==> config.mk <==
export PLATFORM = sky130hd
export DESIGN_NAME = srlem_monitor
export DESIGN_NICKNAME = d
export VERILOG_FILES = /design/src/rtl/srlem_pkg.sv /design/src/rtl/srlem_monitor.sv
export SDC_FILE = /design/constraint.sdc
export NUM_CORES = 1
export LEC_CHECK = 0
export ABC_AREA = 1
export ABC_CLOCK_PERIOD_IN_PS = 4400
export CORE_MARGIN = 5
export CORE_UTILIZATION = 65
export DETAILED_ROUTE_END_ITERATION = 7
export DONT_BUFFER_PORTS = 1
export PLACE_DENSITY = 0.87
export SETUP_SLACK_MARGIN = 0.2
export SLEW_MARGIN = 15
export SYNTH_ARGS = -nofsm -noshare
export SYNTH_HDL_FRONTEND = slang
export SYNTH_SLANG_ARGS = --single-unit
==> constraint.sdc <==
create_clock -name mclk_i -period 4.4 [get_ports mclk_i]
set_clock_uncertainty 0.15 [all_clocks]
set_input_delay 1.32 -clock mclk_i [delete_from_list [all_inputs] [get_ports mclk_i]]
set_output_delay 1.32 -clock mclk_i [all_outputs]
set_load 0.005 [all_outputs]
==> src/rtl/srlem_pkg.sv <==
/*
 * Shared constants and carrier types for the serial lane error monitor.
 * Assumes an 8-lane receiver and a 12-bit serial control port address.
 */
`default_nettype none

package srlem_pkg;

    // ***************************************************************
    // register addresses
    // ***************************************************************
    localparam logic [11:0] ADDR_DENSITY_CW  = 12'h45a;
    localparam logic [11:0] ADDR_SPARE_ONE   = 12'h45b;
    localparam logic [11:0] ADDR_SPARE_TWO   = 12'h45c;
    localparam logic [11:0] ADDR_CHECKSUM    = 12'h45d;
    localparam logic [11:0] ADDR_ERR_SELECT  = 12'h46b;
    localparam logic [11:0] ADDR_DESKEW      = 12'h46c;
    localparam logic [11:0] ADDR_DISP_CTRL   = 12'h46d;
    localparam logic [11:0] ADDR_MISS_CTRL   = 12'h46e;

    // ***************************************************************
    // reset values and field sizes
    // ***************************************************************
    localparam int          NUM_LANES        = 8;
    localparam logic        RST_HIGH_DENSITY = 1'h1;
    localparam logic [4:0]  RST_CTRL_WORDS   = 5'h00;
    localparam logic [7:0]  RST_SPARE        = 8'h00;
    localparam logic [7:0]  RST_CHECKSUM     = 8'h45;
    localparam logic [7:0]  RST_DESKEW       = 8'h0f;
    localparam logic [7:0]  COUNT_MAX        = 8'hff;
    localparam logic [7:0]  COUNT_ZERO       = 8'h00;
    localparam logic [7:0]  THRESHOLD_OFF    = 8'h00;
    localparam logic [7:0]  LANE_ONE_HOT     = 8'h01;

    // ***************************************************************
    // counter type selector codes
    // ***************************************************************
    localparam logic [1:0]  KIND_DISPARITY   = 2'h0;
    localparam logic [1:0]  KIND_TABLE_MISS  = 2'h1;
    localparam logic [1:0]  KIND_UNEXP_CTRL  = 2'h2;

    // ***************************************************************
    // carrier types
    // ***************************************************************
    typedef struct packed {
        logic       irq_clear;
        logic       counter_off;
        logic       counter_clear;
        logic [1:0] rsvd;
        logic [2:0] lane;
    } srlem_cmd_t;

    typedef struct packed {
        logic       rsvd_hi;
        logic [2:0] counter_lane_pick;
        logic [1:0] rsvd_lo;
        logic [1:0] counter_type_pick;
    } srlem_sel_t;

    typedef struct packed {
        logic [7:0] disparity;
        logic [7:0] table_miss;
        logic [7:0] unexp_ctrl;
    } srlem_err_t;

    typedef struct packed {
        logic        wr;
        logic        rd;
        logic [11:0] addr;
        logic [7:0]  wdata;
    } srlem_req_t;

endpackage : srlem_pkg

`default_nettype wire

==> src/rtl/srlem_monitor.sv <==
/*
 * Lane error monitor: link parameter fields, deskew mask, per-lane error
 * counters with disparity and table miss threshold status, and lane-addressed command registers.
 * Assumes the serial control port decoder delivers one-cycle read and
 * write strobes synchronous to mclk_i, and that the link parameter
 * threshold lives elsewhere and arrives on threshold_i.
 */
// Operation
// - An 8-bit lane 0 checksum field exists and resets to 0x45.
// - Writing lane and type picks selects which count reads back there.
// - Type 00 picks disparity, 01 table miss, 10 unexpected control counts.
// - Each set bit of the deskew mask enables deskew; reset enables lanes 0-3.
// - A lane's disparity status bit sets when its count reaches threshold.
// - A lane's table miss status bit sets when its count reaches threshold.
// - Disparity control bit 7 clears the named lane's disparity interrupt.
// - Disparity control bit 6 disables the named lane's disparity counter.
// - Disparity control bit 5 zeroes the named lane's disparity counter.
// - Table miss control bits 7, 6, 5 clear irq, disable, zero for the lane.
// - The low three bits of each control write name the target lane.
// - Status is read at the addresses that take commands; counts at the select address.
`timescale 1ns/1ps
`default_nettype none

module srlem_monitor
(
    input  wire logic               mclk_i,
    input  wire logic               resetn_i,
    input  wire srlem_pkg::srlem_req_t req_i,
    input  wire srlem_pkg::srlem_err_t lane_err_i,
    input  wire logic [7:0]         threshold_i,
    output logic [7:0]              reg_rdata_o,
    output logic                    high_density_flag_o,
    output logic [4:0]              control_words_per_frame_o,
    output logic [7:0]              lane0_checksum_o,
    output logic [7:0]              deskew_mask_o,
    output logic [7:0]              disparity_threshold_hit_o,
    output logic [7:0]              table_miss_threshold_hit_o
);
    import srlem_pkg::*;

    // ***************************************************************
    // helpers
    // ***************************************************************
    function automatic logic [7:0] lane_mask(input logic go,
                                             input logic [2:0] lane);
        lane_mask = go ? (LANE_ONE_HOT << lane) : COUNT_ZERO;
    endfunction : lane_mask

    function automatic logic [7:0] next_count(input logic [7:0] cnt,
                                              input logic       err,
                                              input logic       off,
                                              input logic       clr);
        if (clr)
            next_count = COUNT_ZERO;
        else if (err && !off && cnt != COUNT_MAX)
            next_count = 8'(cnt + 8'h01);
        else
            next_count = cnt;
    endfunction : next_count

    function automatic logic reached(input logic [7:0] cnt,
                                     input logic [7:0] thr);
        reached = (thr != THRESHOLD_OFF) && (cnt >= thr);
    endfunction : reached

    // ***************************************************************
    // command decode
    // ***************************************************************
    logic        wr_disp;
    logic        wr_miss;
    srlem_cmd_t  cmd;
    logic [7:0]  disp_irq_clr;
    logic [7:0]  disp_off_set;
    logic [7:0]  disp_cnt_clr;
    logic [7:0]  miss_irq_clr;
    logic [7:0]  miss_off_set;
    logic [7:0]  miss_cnt_clr;

    assign cmd     = srlem_cmd_t'(req_i.wdata);
    assign wr_disp = req_i.wr && (req_i.addr == ADDR_DISP_CTRL);
    assign wr_miss = req_i.wr && (req_i.addr == ADDR_MISS_CTRL);

    assign disp_irq_clr = lane_mask(wr_disp && cmd.irq_clear, cmd.lane);
    assign disp_off_set = lane_mask(wr_disp && cmd.counter_off, cmd.lane);
    assign disp_cnt_clr = lane_mask(wr_disp && cmd.counter_clear, cmd.lane);
    assign miss_irq_clr = lane_mask(wr_miss && cmd.irq_clear, cmd.lane);
    assign miss_off_set = lane_mask(wr_miss && cmd.counter_off, cmd.lane);
    assign miss_cnt_clr = lane_mask(wr_miss && cmd.counter_clear, cmd.lane);

    // ***************************************************************
    // link parameter and deskew registers
    // ***************************************************************
    logic [7:0]  spare_one;
    logic [7:0]  spare_two;
    srlem_sel_t  sel;

    always_ff @(posedge mclk_i or negedge resetn_i)
    begin
        if (!resetn_i)
        begin
            high_density_flag_o       <= RST_HIGH_DENSITY;
            control_words_per_frame_o <= RST_CTRL_WORDS;
            spare_one                 <= RST_SPARE;
            spare_two                 <= RST_SPARE;
            lane0_checksum_o          <= RST_CHECKSUM;
            deskew_mask_o             <= RST_DESKEW;
            sel                       <= srlem_sel_t'(COUNT_ZERO);
        end
        else if (req_i.wr)
        begin
            case (req_i.addr)
                ADDR_DENSITY_CW:
                begin
                    // software keeps these legal for the frame size
                    high_density_flag_o       <= req_i.wdata[7];
                    control_words_per_frame_o <= req_i.wdata[4:0];
                end
                ADDR_SPARE_ONE:  spare_one        <= req_i.wdata;
                ADDR_SPARE_TWO:  spare_two        <= req_i.wdata;
                ADDR_CHECKSUM:   lane0_checksum_o <= req_i.wdata;
                ADDR_DESKEW:     deskew_mask_o    <= req_i.wdata;
                ADDR_ERR_SELECT: sel              <= srlem_sel_t'(req_i.wdata);
                default: ;
            endcase
        end
    end

    // ***************************************************************
    // per-lane error counters and disables
    // ***************************************************************
    logic [7:0] disp_cnt [NUM_LANES];
    logic [7:0] miss_cnt [NUM_LANES];
    logic [7:0] ucc_cnt  [NUM_LANES];
    logic [7:0] disp_off;
    logic [7:0] miss_off;

    // a counter reset also re-enables the counter
    always_ff @(posedge mclk_i or negedge resetn_i)
    begin
        if (!resetn_i)
        begin
            disp_off <= COUNT_ZERO;
            miss_off <= COUNT_ZERO;
        end
        else
        begin
            disp_off <= (disp_off | disp_off_set) & ~disp_cnt_clr;
            miss_off <= (miss_off | miss_off_set) & ~miss_cnt_clr;
        end
    end

    always_ff @(posedge mclk_i or negedge resetn_i)
    begin
        if (!resetn_i)
        begin
            for (int l = 0; l < NUM_LANES; l++)
            begin
                disp_cnt[l] <= COUNT_ZERO;
                miss_cnt[l] <= COUNT_ZERO;
                ucc_cnt[l]  <= COUNT_ZERO;
            end
        end
        else
        begin
            for (int l = 0; l < NUM_LANES; l++)
            begin
                disp_cnt[l] <= next_count(disp_cnt[l],
                    lane_err_i.disparity[l], disp_off[l],
                    disp_cnt_clr[l]);
                miss_cnt[l] <= next_count(miss_cnt[l],
                    lane_err_i.table_miss[l], miss_off[l],
                    miss_cnt_clr[l]);
                ucc_cnt[l]  <= next_count(ucc_cnt[l],
                    lane_err_i.unexp_ctrl[l], 1'b0, 1'b0);
            end
        end
    end

    // ***************************************************************
    // threshold status, set wins over clear
    // ***************************************************************
    always_ff @(posedge mclk_i or negedge resetn_i)
    begin
        if (!resetn_i)
        begin
            disparity_threshold_hit_o  <= COUNT_ZERO;
            table_miss_threshold_hit_o <= COUNT_ZERO;
        end
        else
        begin
            for (int l = 0; l < NUM_LANES; l++)
            begin
                disparity_threshold_hit_o[l] <=
                    reached(disp_cnt[l], threshold_i) ||
                    (disparity_threshold_hit_o[l] && !disp_irq_clr[l]);
                table_miss_threshold_hit_o[l] <=
                    reached(miss_cnt[l], threshold_i) ||
                    (table_miss_threshold_hit_o[l] && !miss_irq_clr[l]);
            end
        end
    end

    // ***************************************************************
    // read data
    // ***************************************************************
    logic [7:0] sel_count;

    always_comb
    begin
        case (sel.counter_type_pick)
            KIND_DISPARITY:  sel_count = disp_cnt[sel.counter_lane_pick];
            KIND_TABLE_MISS: sel_count = miss_cnt[sel.counter_lane_pick];
            KIND_UNEXP_CTRL: sel_count = ucc_cnt[sel.counter_lane_pick];
            default:         sel_count = COUNT_ZERO;
        endcase
    end

    always_ff @(posedge mclk_i or negedge resetn_i)
    begin
        if (!resetn_i)
            reg_rdata_o <= COUNT_ZERO;
        else if (req_i.rd)
        begin
            case (req_i.addr)
                ADDR_DENSITY_CW:
                    reg_rdata_o <= {high_density_flag_o, 2'h0,
                                    control_words_per_frame_o};
                ADDR_SPARE_ONE:  reg_rdata_o <= spare_one;
                ADDR_SPARE_TWO:  reg_rdata_o <= spare_two;
                ADDR_CHECKSUM:   reg_rdata_o <= lane0_checksum_o;
                ADDR_ERR_SELECT: reg_rdata_o <= sel_count;
                ADDR_DESKEW:     reg_rdata_o <= deskew_mask_o;
                ADDR_DISP_CTRL:  reg_rdata_o <= disparity_threshold_hit_o;
                ADDR_MISS_CTRL:  reg_rdata_o <= table_miss_threshold_hit_o;
                default:         reg_rdata_o <= COUNT_ZERO;
            endcase
        end
    end

    // ***************************************************************
    // per-lane assertions
    // ***************************************************************
    for (genvar g = 0; g < NUM_LANES; g++)
    begin : lane_chk

    end
endmodule : srlem_monitor

`default_nettype wire

======== Yosys cells after proc, flatten, opt, wreduce, memory -nomap -nowiden ========
Cells that the tools add are included.
word-level totals
  flip-flop bits (word level) ............. 275
  logic and storage cells ................. 321
cells by class
  add/subtract/negate cells ............... 24
  order comparisons ....................... 17
  equality and inequality tests ........... 34
  shift operators ......................... 1
  multiplexer cells ....................... 49
  bitwise gates (word level) .............. 7
  reductions and logical operators ........ 152
operator list
  operator                                                   number
  two-way mux 8 bit                                          44
  adder 8 x 1 -> 8 bit (second input constant)               24
  inequality test 8 bit (second input constant)              24
  greater-or-equal comparator 8 bit                          16
  equality test 12 x 11 -> 1 bit (second input constant)     8
  logical AND 1 bit                                          80
  binary-select mux 8 bit (select 3 bit)                     3
  case mux 8 bit (8 select lines)                            1
  zero test 1 bit                                            32
  nonzero test 2 bit                                         16
  case mux 8 bit (3 select lines)                            1
  AND 8 bit                                                  2
  logical OR 1 bit                                           16
  NOT 8 bit                                                  2
  bitwise OR 8 bit                                           2
  AND reduction 2 bit                                        6
  nonzero test 8 bit                                         1
  << shifter 1 x 3 -> 8 bit (first input constant)           1
  greater-or-equal comparator 4 bit (second input constant)  1
  NOT 3 -> 4 bit                                             1
  equality test 2 x 1 -> 1 bit (second input constant)       1
  equality test 2 bit (second input constant)                1
  zero test 2 bit                                            1

======== Logic depth before layout (Yosys ltp) ========
Gate-level depths: netlist of run 1.
  depth after elaboration ................. 7
  mapped depth ............................ 13

======== Least setup slack after synthesis of run 1 ========
No wires, ideal clock.
  path type ............................... input to register
  start point ............................. in req_i[8] (netlist name)
  end point ............................... reg miss_cnt[8] (netlist name)
  library setup time ...................... 0.127 ns
  arrival time ............................ 2.736 ns
  slack ................................... 1.387 ns
  stages on the path ...................... 7
  buffers on the path ..................... 1
  cells stage by stage .................... buf_6 nor3_4 nand2_2 nor3_4 nand2_2 nand2_1 o21ai_0
between the ends
  word-level cells in the longest chain between the ends .. 5
RTL lines
  what                                                            RTL line              RTL
  start, declared                                                 srlem_monitor.sv:28   input wire srlem_pkg::srlem_req_t req_i,
  equality test 12 x 11 -> 1 bit *                                srlem_monitor.sv:81   assign wr_miss = req_i.wr && (req_i.addr == ADDR_MISS_CTRL);
  logical AND 1 bit *                                             srlem_monitor.sv:81
  logical AND 1 bit *                                             srlem_monitor.sv:88   assign miss_cnt_clr = lane_mask(wr_miss && cmd.counter_clear, cmd.lane);
  two-way mux 8 bit *                                             srlem_monitor.sv:46   lane_mask = go ? (LANE_ONE_HOT << lane) : COUNT_ZERO;
  two-way mux 8 bit / nonzero test 2 bit (equally long branches)  --
  end signal, assigned by index                                   srlem_monitor.sv:170  miss_cnt[l] <= next_count(miss_cnt[l],
  end, declared                                                   srlem_monitor.sv:132  logic [7:0] miss_cnt [NUM_LANES];
Every way passes the cells marked *; elsewhere a longest branch is shown, timed or not.
A chain may end at the register's enable or synchronous reset.

======== Worst setup path in the final report of run 1 ========
  start point ............................. in req_i[12] (netlist name)
  end point ............................... reg disp_cnt[35] (netlist name)
between the ends
  word-level cells in the longest chain between the ends .. 5
RTL lines
  what                                                            RTL line              RTL
  equality test 12 x 11 -> 1 bit *                                srlem_monitor.sv:80   assign wr_disp = req_i.wr && (req_i.addr == ADDR_DISP_CTRL);
  logical AND 1 bit *                                             srlem_monitor.sv:80
  logical AND 1 bit *                                             srlem_monitor.sv:85   assign disp_cnt_clr = lane_mask(wr_disp && cmd.counter_clear, cmd.lane);
  two-way mux 8 bit *                                             srlem_monitor.sv:46
  two-way mux 8 bit / nonzero test 2 bit (equally long branches)  --
  end signal, assigned by index                                   srlem_monitor.sv:167  disp_cnt[l] <= next_count(disp_cnt[l],
  end, declared                                                   srlem_monitor.sv:131  logic [7:0] disp_cnt [NUM_LANES];
Marked as above.

==> out/qor.csv, run 1 <==
stage,metric,value,unit
placed_design,port buffer count,0,
floorplan,Die Y,178,um
floorplan,Top Ports,102,
route,wire per inst,18.7,um
yosys,Synth top area share,0.363,
route,final wirelength,55300,um
yosys,Avg Inst Size Synth,7.22,um^2
timing,Final Hold Viols,0,
timing,setup TNS,0,ns
timing,Slew Limit Fails,0,
critical_path,type of the worst setup path,primary input to flip-flop,
yosys,mapped cell area,18400,um^2
critical_path,Crit path max-delay family,simple AND/OR/NAND/NOR gates,
floorplan,core area,27900,um^2
clocking,clock sinks,275,
global_route,wire length of the first global-routing pass,88300,um
power,Clock Power Share,0.254,
critical_path,"Req. time, crit path",4.70,ns
finish,"Design Area, Final",20000,um^2
clocking,"Gates resized, CTS repair",0,
timing,minimum clock period,3.07,ns
route,total number of vias,18139,
power,P per Cell Area,539,nW/um^2
yosys,ys async rst share,1.00,
yosys,"area leader, netlist",dfrtp_1,
timing,Setup Viol. Count Final,0,
yosys,"Warnings, synthesis",0,
clocking,Worst-Skew Late Latency,0.58,ns
critical_path,worst reg2reg path depth,11,
critical_path,CP Capture Type,flip-flop,
timing,max_slew headroom,0.362,
yosys,Syn Nets,2762,
finish,Synth-to-Final Area Change,8.47,%
route,Initial DRC Count,2168,
critical_path,CP max stage cell,nor2_1,
global_route,pin count of the biggest net entering global routing,276,
finish,share of cells above drive strength 1,0.0426,
yosys,number of distinct library cells after synthesis,37,
clocking,CTS tree,done,
timing,Final period util,0.699,
global_route,total gr overflow,0,
critical_path,CP Max Fanout,8,
critical_path,Stages on worst setup path,10,
placed_design,placed instance area,18900,um^2
floorplan,die area,31800,um^2
power,Combinational Power Share,0.357,
clocking,Clk Tree Root Cell,clkbuf_16,
power,maximum vdd ir drop,0.000422,V
clocking,CTS Buffer Depth,3,
finish,most frequent cells in the layout,"nand2_1 (656), inv_1 (354), nand3_1 (308), dfrtp_1 (266), nor2_1 (208)",
yosys,top_reg_cell synth,dfrtp_1,
clocking,cts bufs inserted,31,
yosys,Synth area leaders,"dfrtp_1 (36%), nand2_1 (13%), ha_1 (10%), nand3_1 (8.4%), inv_1 (7.2%)",
finish,most common library cell in the layout ignoring fill and taps,nand2_1,
route,Initial DRT Pass Iterations,6,
clocking,H-tree depth,1,
timing,Max Freq,325,MHz
critical_path,Bufs and invs on worst path,2,
yosys,Syn Inst Count,2554,
critical_path,CP Cell Sequence,inv_1 > nand2_1 > nor2_1 > nand2_1 > nor2_1 > nand3_1 > nor2_1 > inv_1 > o21ai_0 > a21oi_1,
critical_path,crit path DAT,3.37,ns
route,vias per cell,6.13,
global_route,All-Layer GR Usage,0.345,
route,detailed-route DRC error count,0,
power,Seq pwr share,0.389,
placed_design,pre-CTS setup slack,0.776,ns
clocking,Post-CTS Hold Buffers,0,
worst_hold_path,hold crit path type,primary input to asynchronous set/reset pin,
finish,NumNets Final,2769,
yosys,Post-synth EDFFs,0,
route,Detail Route Antenna Nets,0,
power,Sw Share,0.405,
flow_run,Max-Cap Viols,0,
critical_path,Setup crit start kind,primary input,
power,LEAKAGE,10.3,nW
critical_path,crit-path max cell delay,0.60,ns
power,Int Pwr,6.41,mW
clocking,clock-pin transition on the worst setup and hold timing paths,0.06,ns
global_route,initial antenna violation count,0,
global_route,vias in the first global route,17414,
yosys,synthesized flop and latch total,275,
finish,Inserted Diodes,0,
clocking,Post-CTS Setup Bufs,0,
floorplan,Initial Utilization,0.662,
placed_design,GPL Wtd Cong,0.959,
outcome,status,"complete, no violations",
timing,RSZ-0062 raised after global routing,no,
yosys,sequential area share after synthesis,0.374,
power,NetSw,4.36,mW
floorplan,Die W,178,um
timing,Setup WS post-layout,1.33,ns
timing,Worst-Margin Slew,0.957,ns
placed_design,Post-DP HPWL,40500,um
critical_path,Most Frequent Cell on Critical Path,nor2_1,
floorplan,row count,61,
==> state kept, by name, indices dropped and copies added, names as in the netlist <==
| register | cells |
|---|---|
| miss_off | 8 |
| sel | 5 |
| spare_two | 8 |
| disp_cnt | 64 |
| spare_one | 8 |
| ucc_cnt | 64 |
| miss_cnt | 64 |
| lane0_checksum_o | 8 |
| table_miss_threshold_hit_o | 8 |
| deskew_mask_o | 8 |
| disparity_threshold_hit_o | 8 |
| control_words_per_frame_o | 5 |
| reg_rdata_o | 8 |
| disp_off | 8 |
| high_density_flag_o | 1 |
==> cells by family after synthesis <==
kind of cell	synth area share
flip-flops	0.374
multiplexers	0.000611
AND/OR/NAND/NOR	0.306
buffers and inverters	0.0851
adder cells (fa/ha/maj)	0.103
AO/OA/AOI/OAI	0.0918
XOR/XNOR	0.0390
==> power groups by stage <==
stage	registers (mW)	clock network, mW	logic [mW]
6_report	4.19	2.73	3.85
5_1_grt	4.29	2.85	4.41
4_1_cts	4.16	2.74	3.78
3_5_place_dp	4.19	0	3.74
3_3_place_gp	4.15	0	3.50
2_1_floorplan	3.92	0	2.88
==> cells in the mapped netlist (3+ instances only) <==
library cell  instances
a21oi_1             136
a31oi_1               7
buf_1                 6
clkbuf_1             49
clkinv_1              4
dfrtp_1             267
dfstp_2               8
ha_1                152
inv_1               354
nand2_1             656
nand2_2               4
nand2_4               6
nand3_1             308
nand4_1              55
nor2_1              209
nor3_1               60
nor3b_1               3
o2111ai_1            17
o211ai_1              7
o21a_1                6
o21ai_0             138
xnor2_1               3
xor2_1               79
==> layout make-up <==
class | instances | area (um^2)
clock buffer | 38 | 842
inverter | 360 | 1350
timing repair buffer | 30 | 238
fill | 2162 | 7870
tap | 378 | 473
sequential | 275 | 6900
clock inverter | 16 | 219
multi-input combinational | 1863 | 9970
==> through the flow <==
stage                     hold WS (ns)  total power [mW]  instances   util
after floorplan                  0.303              6.80       2554      -
after global placement           0.317              7.65       2906  0.680
after detailed placement         0.323              7.93       2906  0.680
after CTS                        0.301              10.7       2960  0.718
after global routing             0.302              11.5       2960  0.718
final                            0.321              10.8       2960  0.718
==> final timing paths <==
kind,end,slack [ns],start
worst max-delay path,disp_cnt[35],1.33,req_i[12]
worst min-delay path,ucc_cnt[46],0.32,resetn_i
worst max register to register,reg_rdata_o[7],1.54,sel[4]
worst min register to register,spare_two[0],0.34,spare_two[0]
max in group asynchronous,miss_cnt[19],3.00,resetn_i
min in group mclk_i,spare_two[0],0.34,spare_two[0]
==> routing by layer <==
metal | share of wire | global-route usage | vias to the layer above | wire length (um)
met3 | 0.10 | 0.0714 | 246 | 5600
met1 | 0.39 | 0.458 | 8592 | 21700
li1 | - | - | 8373 | -
met5 | 0 | 0 | - | 0
met2 | 0.45 | 0.551 | 928 | 25000
met4 | 0.054 | 0.152 | 0 | 3010
No activity file was read; power rests on OpenSTA's default activity.
==> run 2: changes to the inputs <==
ABC_AREA = 0   (was 1)
ABC_CLOCK_PERIOD_IN_PS = 2700   (was 4400)
CORE_UTILIZATION = 59   (was 65)
PLACE_DENSITY = 0.84   (was 0.87)
clock period = 2.7 ns   (was 4.4 ns; I/O delays follow)
==> out/qor.csv, run 2 <==
stage,metric,value,unit,change
yosys,Post-synth EDFFs,0,,unchanged
route,Initial DRT Pass Iterations,6,,unchanged
critical_path,worst reg2reg path depth,5,,-6
critical_path,type of the worst setup path,flip-flop to flip-flop,,
flow_run,Max-Cap Viols,0,,unchanged
critical_path,RR Startpoint,sel[5],,
yosys,Syn Inst Count,1654,,-35%
placed_design,Post-DP HPWL,35600,um,-12%
power,maximum vdd ir drop,0.000591,V,+40%
global_route,initial antenna violation count,3,,+3
yosys,synthesized flop and latch total,275,,unchanged
critical_path,CP Max Fanout,15,,+7
timing,Setup Viol. Count Final,0,,unchanged
yosys,Syn Nets,1862,,-33%
yosys,ys async rst share,1.00,,unchanged
timing,minimum clock period,2.33,ns,
yosys,most common cell in the synthesized netlist,dfrtp_1,,
route,total number of vias,13928,,-23%
clocking,H-tree depth,1,,unchanged
floorplan,Die Y,181,um,+1.6%
finish,layout filler cell count,2088,,-3.4%
clocking,CTS Buffer Depth,3,,unchanged
yosys,Synth top area share,0.386,,+0.0236
power,LEAKAGE,8.59,nW,-17%
timing,max_slew headroom,0.492,,+0.130
timing,Setup WS post-layout,0.368,ns,-0.958 ns
worst_hold_path,hold crit path type,primary input to asynchronous set/reset pin,,
route,vias per cell,6.57,,+7.3%
floorplan,Initial Utilization,0.600,,-0.0619
route,Detail Route Antenna Nets,0,,unchanged
power,P per Cell Area,908,nW/um^2,+68%
outcome,status,finished with violations,,
route,Initial DRC Count,1653,,-24%
critical_path,R2R Setup Slk,0.37,ns,-1.17 ns
timing,Hold Worst Slack,-0.200,ns,-0.521 ns
floorplan,core area,28900,um^2,+3.6%
clocking,CTS tree,done,,
yosys,number of distinct library cells after synthesis,70,,+89%
critical_path,crit path DAT,2.63,ns,-0.74 ns
placed_design,GPL Wtd Cong,0.985,,+2.7%
critical_path,Critical R2R Capture,reg_rdata_o[3],,
finish,most common library cell in the layout ignoring fill and taps,dfrtp_1,,
timing,Slew Limit Fails,0,,unchanged
global_route,All-Layer GR Usage,0.292,,-0.0533
timing,RSZ-0062 raised after global routing,no,,
floorplan,Top Ports,102,,unchanged
timing,Worst-Margin Slew,0.756,ns,-0.200 ns
timing,Max Freq,429,MHz,
clocking,Clk Tree Root Cell,clkbuf_16,,
floorplan,die area,32900,um^2,+3.2%
yosys,top post-synthesis cells by count,"dfrtp_1 (267), nor2_1 (209), ha_1 (152)",,
critical_path,Setup crit start kind,flip-flop,,
clocking,clock-pin transition on the worst setup and hold timing paths,0.06,ns,about the same
finish,NumNets Final,1917,,-31%
finish,share of cells above drive strength 1,0.149,,+0.106
finish,Regs by FF count,"disp_cnt (64), miss_cnt (64), ucc_cnt (64)",,
global_route,wire length of the first global-routing pass,77600,um,-12%
clocking,clock sinks,275,,unchanged
clocking,cts bufs inserted,30,,-3.2%
yosys,top_reg_cell synth,dfrtp_1,,
floorplan,row count,62,,+1.6%
clocking,Post-CTS Setup Bufs,0,,unchanged
critical_path,CP Capture Type,flip-flop,,
yosys,Synth area leaders,"dfrtp_1 (39%), ha_1 (11%), mux4_2 (6.6%), xnor2_1 (5.4%), nor2_1 (4.5%)",,
yosys,"area leader, netlist",dfrtp_1,,
floorplan,Die W,181,um,+1.6%
timing,Final Hold Viols,267,,+267
finish,Synth-to-Final Area Change,11.0,%,
global_route,vias in the first global route,14018,,-20%
yosys,Avg Inst Size Synth,10.5,um^2,+45%
finish,most frequent cells in the layout,"dfrtp_1 (264), nor2_1 (209), ha_1 (152), xnor2_1 (106), nand2_1 (91)",,
timing,setup TNS,0,ns,unchanged
route,wire per inst,22.9,um,+23%
global_route,total gr overflow,0,,unchanged
outcome,failing checks,negative hold slack,,
critical_path,"Req. time, crit path",3.00,ns,-1.70 ns
clocking,Worst-Skew Late Latency,0.57,ns,about the same
route,final wirelength,48600,um,-12%
yosys,sequential area share after synthesis,0.398,,+0.0243
timing,Final period util,0.864,,
route,detailed-route DRC error count,0,,unchanged
placed_design,port buffer count,0,,unchanged
placed_design,pre-CTS setup slack,0.0898,ns,-0.686 ns
yosys,mapped cell area,17300,um^2,-6.1%
yosys,"Warnings, synthesis",0,,unchanged
global_route,pin count of the biggest net entering global routing,276,,unchanged
## run 2: cell count changes in the layout (fill, tap and decap cells not counted), sizes merged, moves of 30 or more
cell   change
a21oi     -93
buf       +30
inv      -298
mux2      +57
mux4      +51
nand2    -575
nand3    -232
o21ai     -90
xnor2    +103
## run 2: power by group
group | internal (mW) | switching (mW)
sequential | 5.41 | 2.28
combinational | 2.76 | 2.54
clock | 2.77 | 1.70
total | 10.9 | 6.51
## run 2: stage by stage
step | cell area [um^2] | std cells | utilization | hold slack (ns) | total power, mW
2_1_floorplan | 17300 | 1654 | - | 0.301 | 10.9
3_3_place_gp | 18100 | 2061 | 0.628 | 0.321 | 12.3
3_5_place_dp | 18100 | 2061 | 0.628 | 0.342 | 12.8
4_1_cts | 19200 | 2117 | 0.665 | -0.208 | 17.4
5_1_grt | 19200 | 2118 | 0.665 | -0.210 | 18.5
6_report | 19200 | 2119 | 0.665 | -0.200 | 17.4
## run 2: final cells by class
cell class / instances / area [um^2] / share of cell area
inverter: 58 / 218 / 0.0113
tap: 384 / 480 / 0.0250
sequential: 275 / 6900 / 0.359
clock inverter: 7 / 160 / 0.00834
timing repair buffer: 60 / 513 / 0.0267
clock buffer: 49 / 913 / 0.0476
antenna: 2 / 5.00 / 0.000261
multi-input combinational: 1284 / 10000 / 0.522
## run 2: worst max-delay path by stage
stage | startpoint | to | slack [ns]
3_3_place_gp | req_i[19] | table_miss_threshold_hit_o[4] | 0.07
6_report | sel[5] | reg_rdata_o[3] | 0.37
2_1_floorplan | req_i[19] | control_words_per_frame_o[3] | 0.21
3_5_place_dp | req_i[19] | table_miss_threshold_hit_o[4] | 0.09
4_1_cts | sel[4] | reg_rdata_o[6] | 0.28
5_1_grt | sel[4] | reg_rdata_o[6] | 0.28
## run 2: logic make-up after synthesis
| logic type | synth area share |
|---|---|
| buffers and inverters | 0.0232 |
| multiplexers | 0.121 |
| adder cells (fa/ha/maj) | 0.110 |
| AND/OR/NAND/NOR | 0.174 |
| AO/OA/AOI/OAI | 0.0904 |
| XOR/XNOR | 0.0835 |
| flip-flops | 0.398 |
## run 2: timing repair
action,4_1_cts,5_1_grt
endpoints found under the hold margin,275,269
gates resized for setup,0,1
endpoints found under the setup margin,0,2
## run 2: critical path: stages, from the launching register on
cell	delay, ns
dfrtp_2	0.39
buf_4	0.29
mux4_2	0.56
mux4_2	0.52
a32oi_1	0.21
o21ai_1	0.09
## run 2: routing by layer
metal  global-route usage  up-vias  wire length, um
met2                0.455      733            21900
met5                    0        -                9
met4                0.130        2             2560
met1                0.379     6876            18400
met3               0.0893      179             5740
li1                     -     6138                -
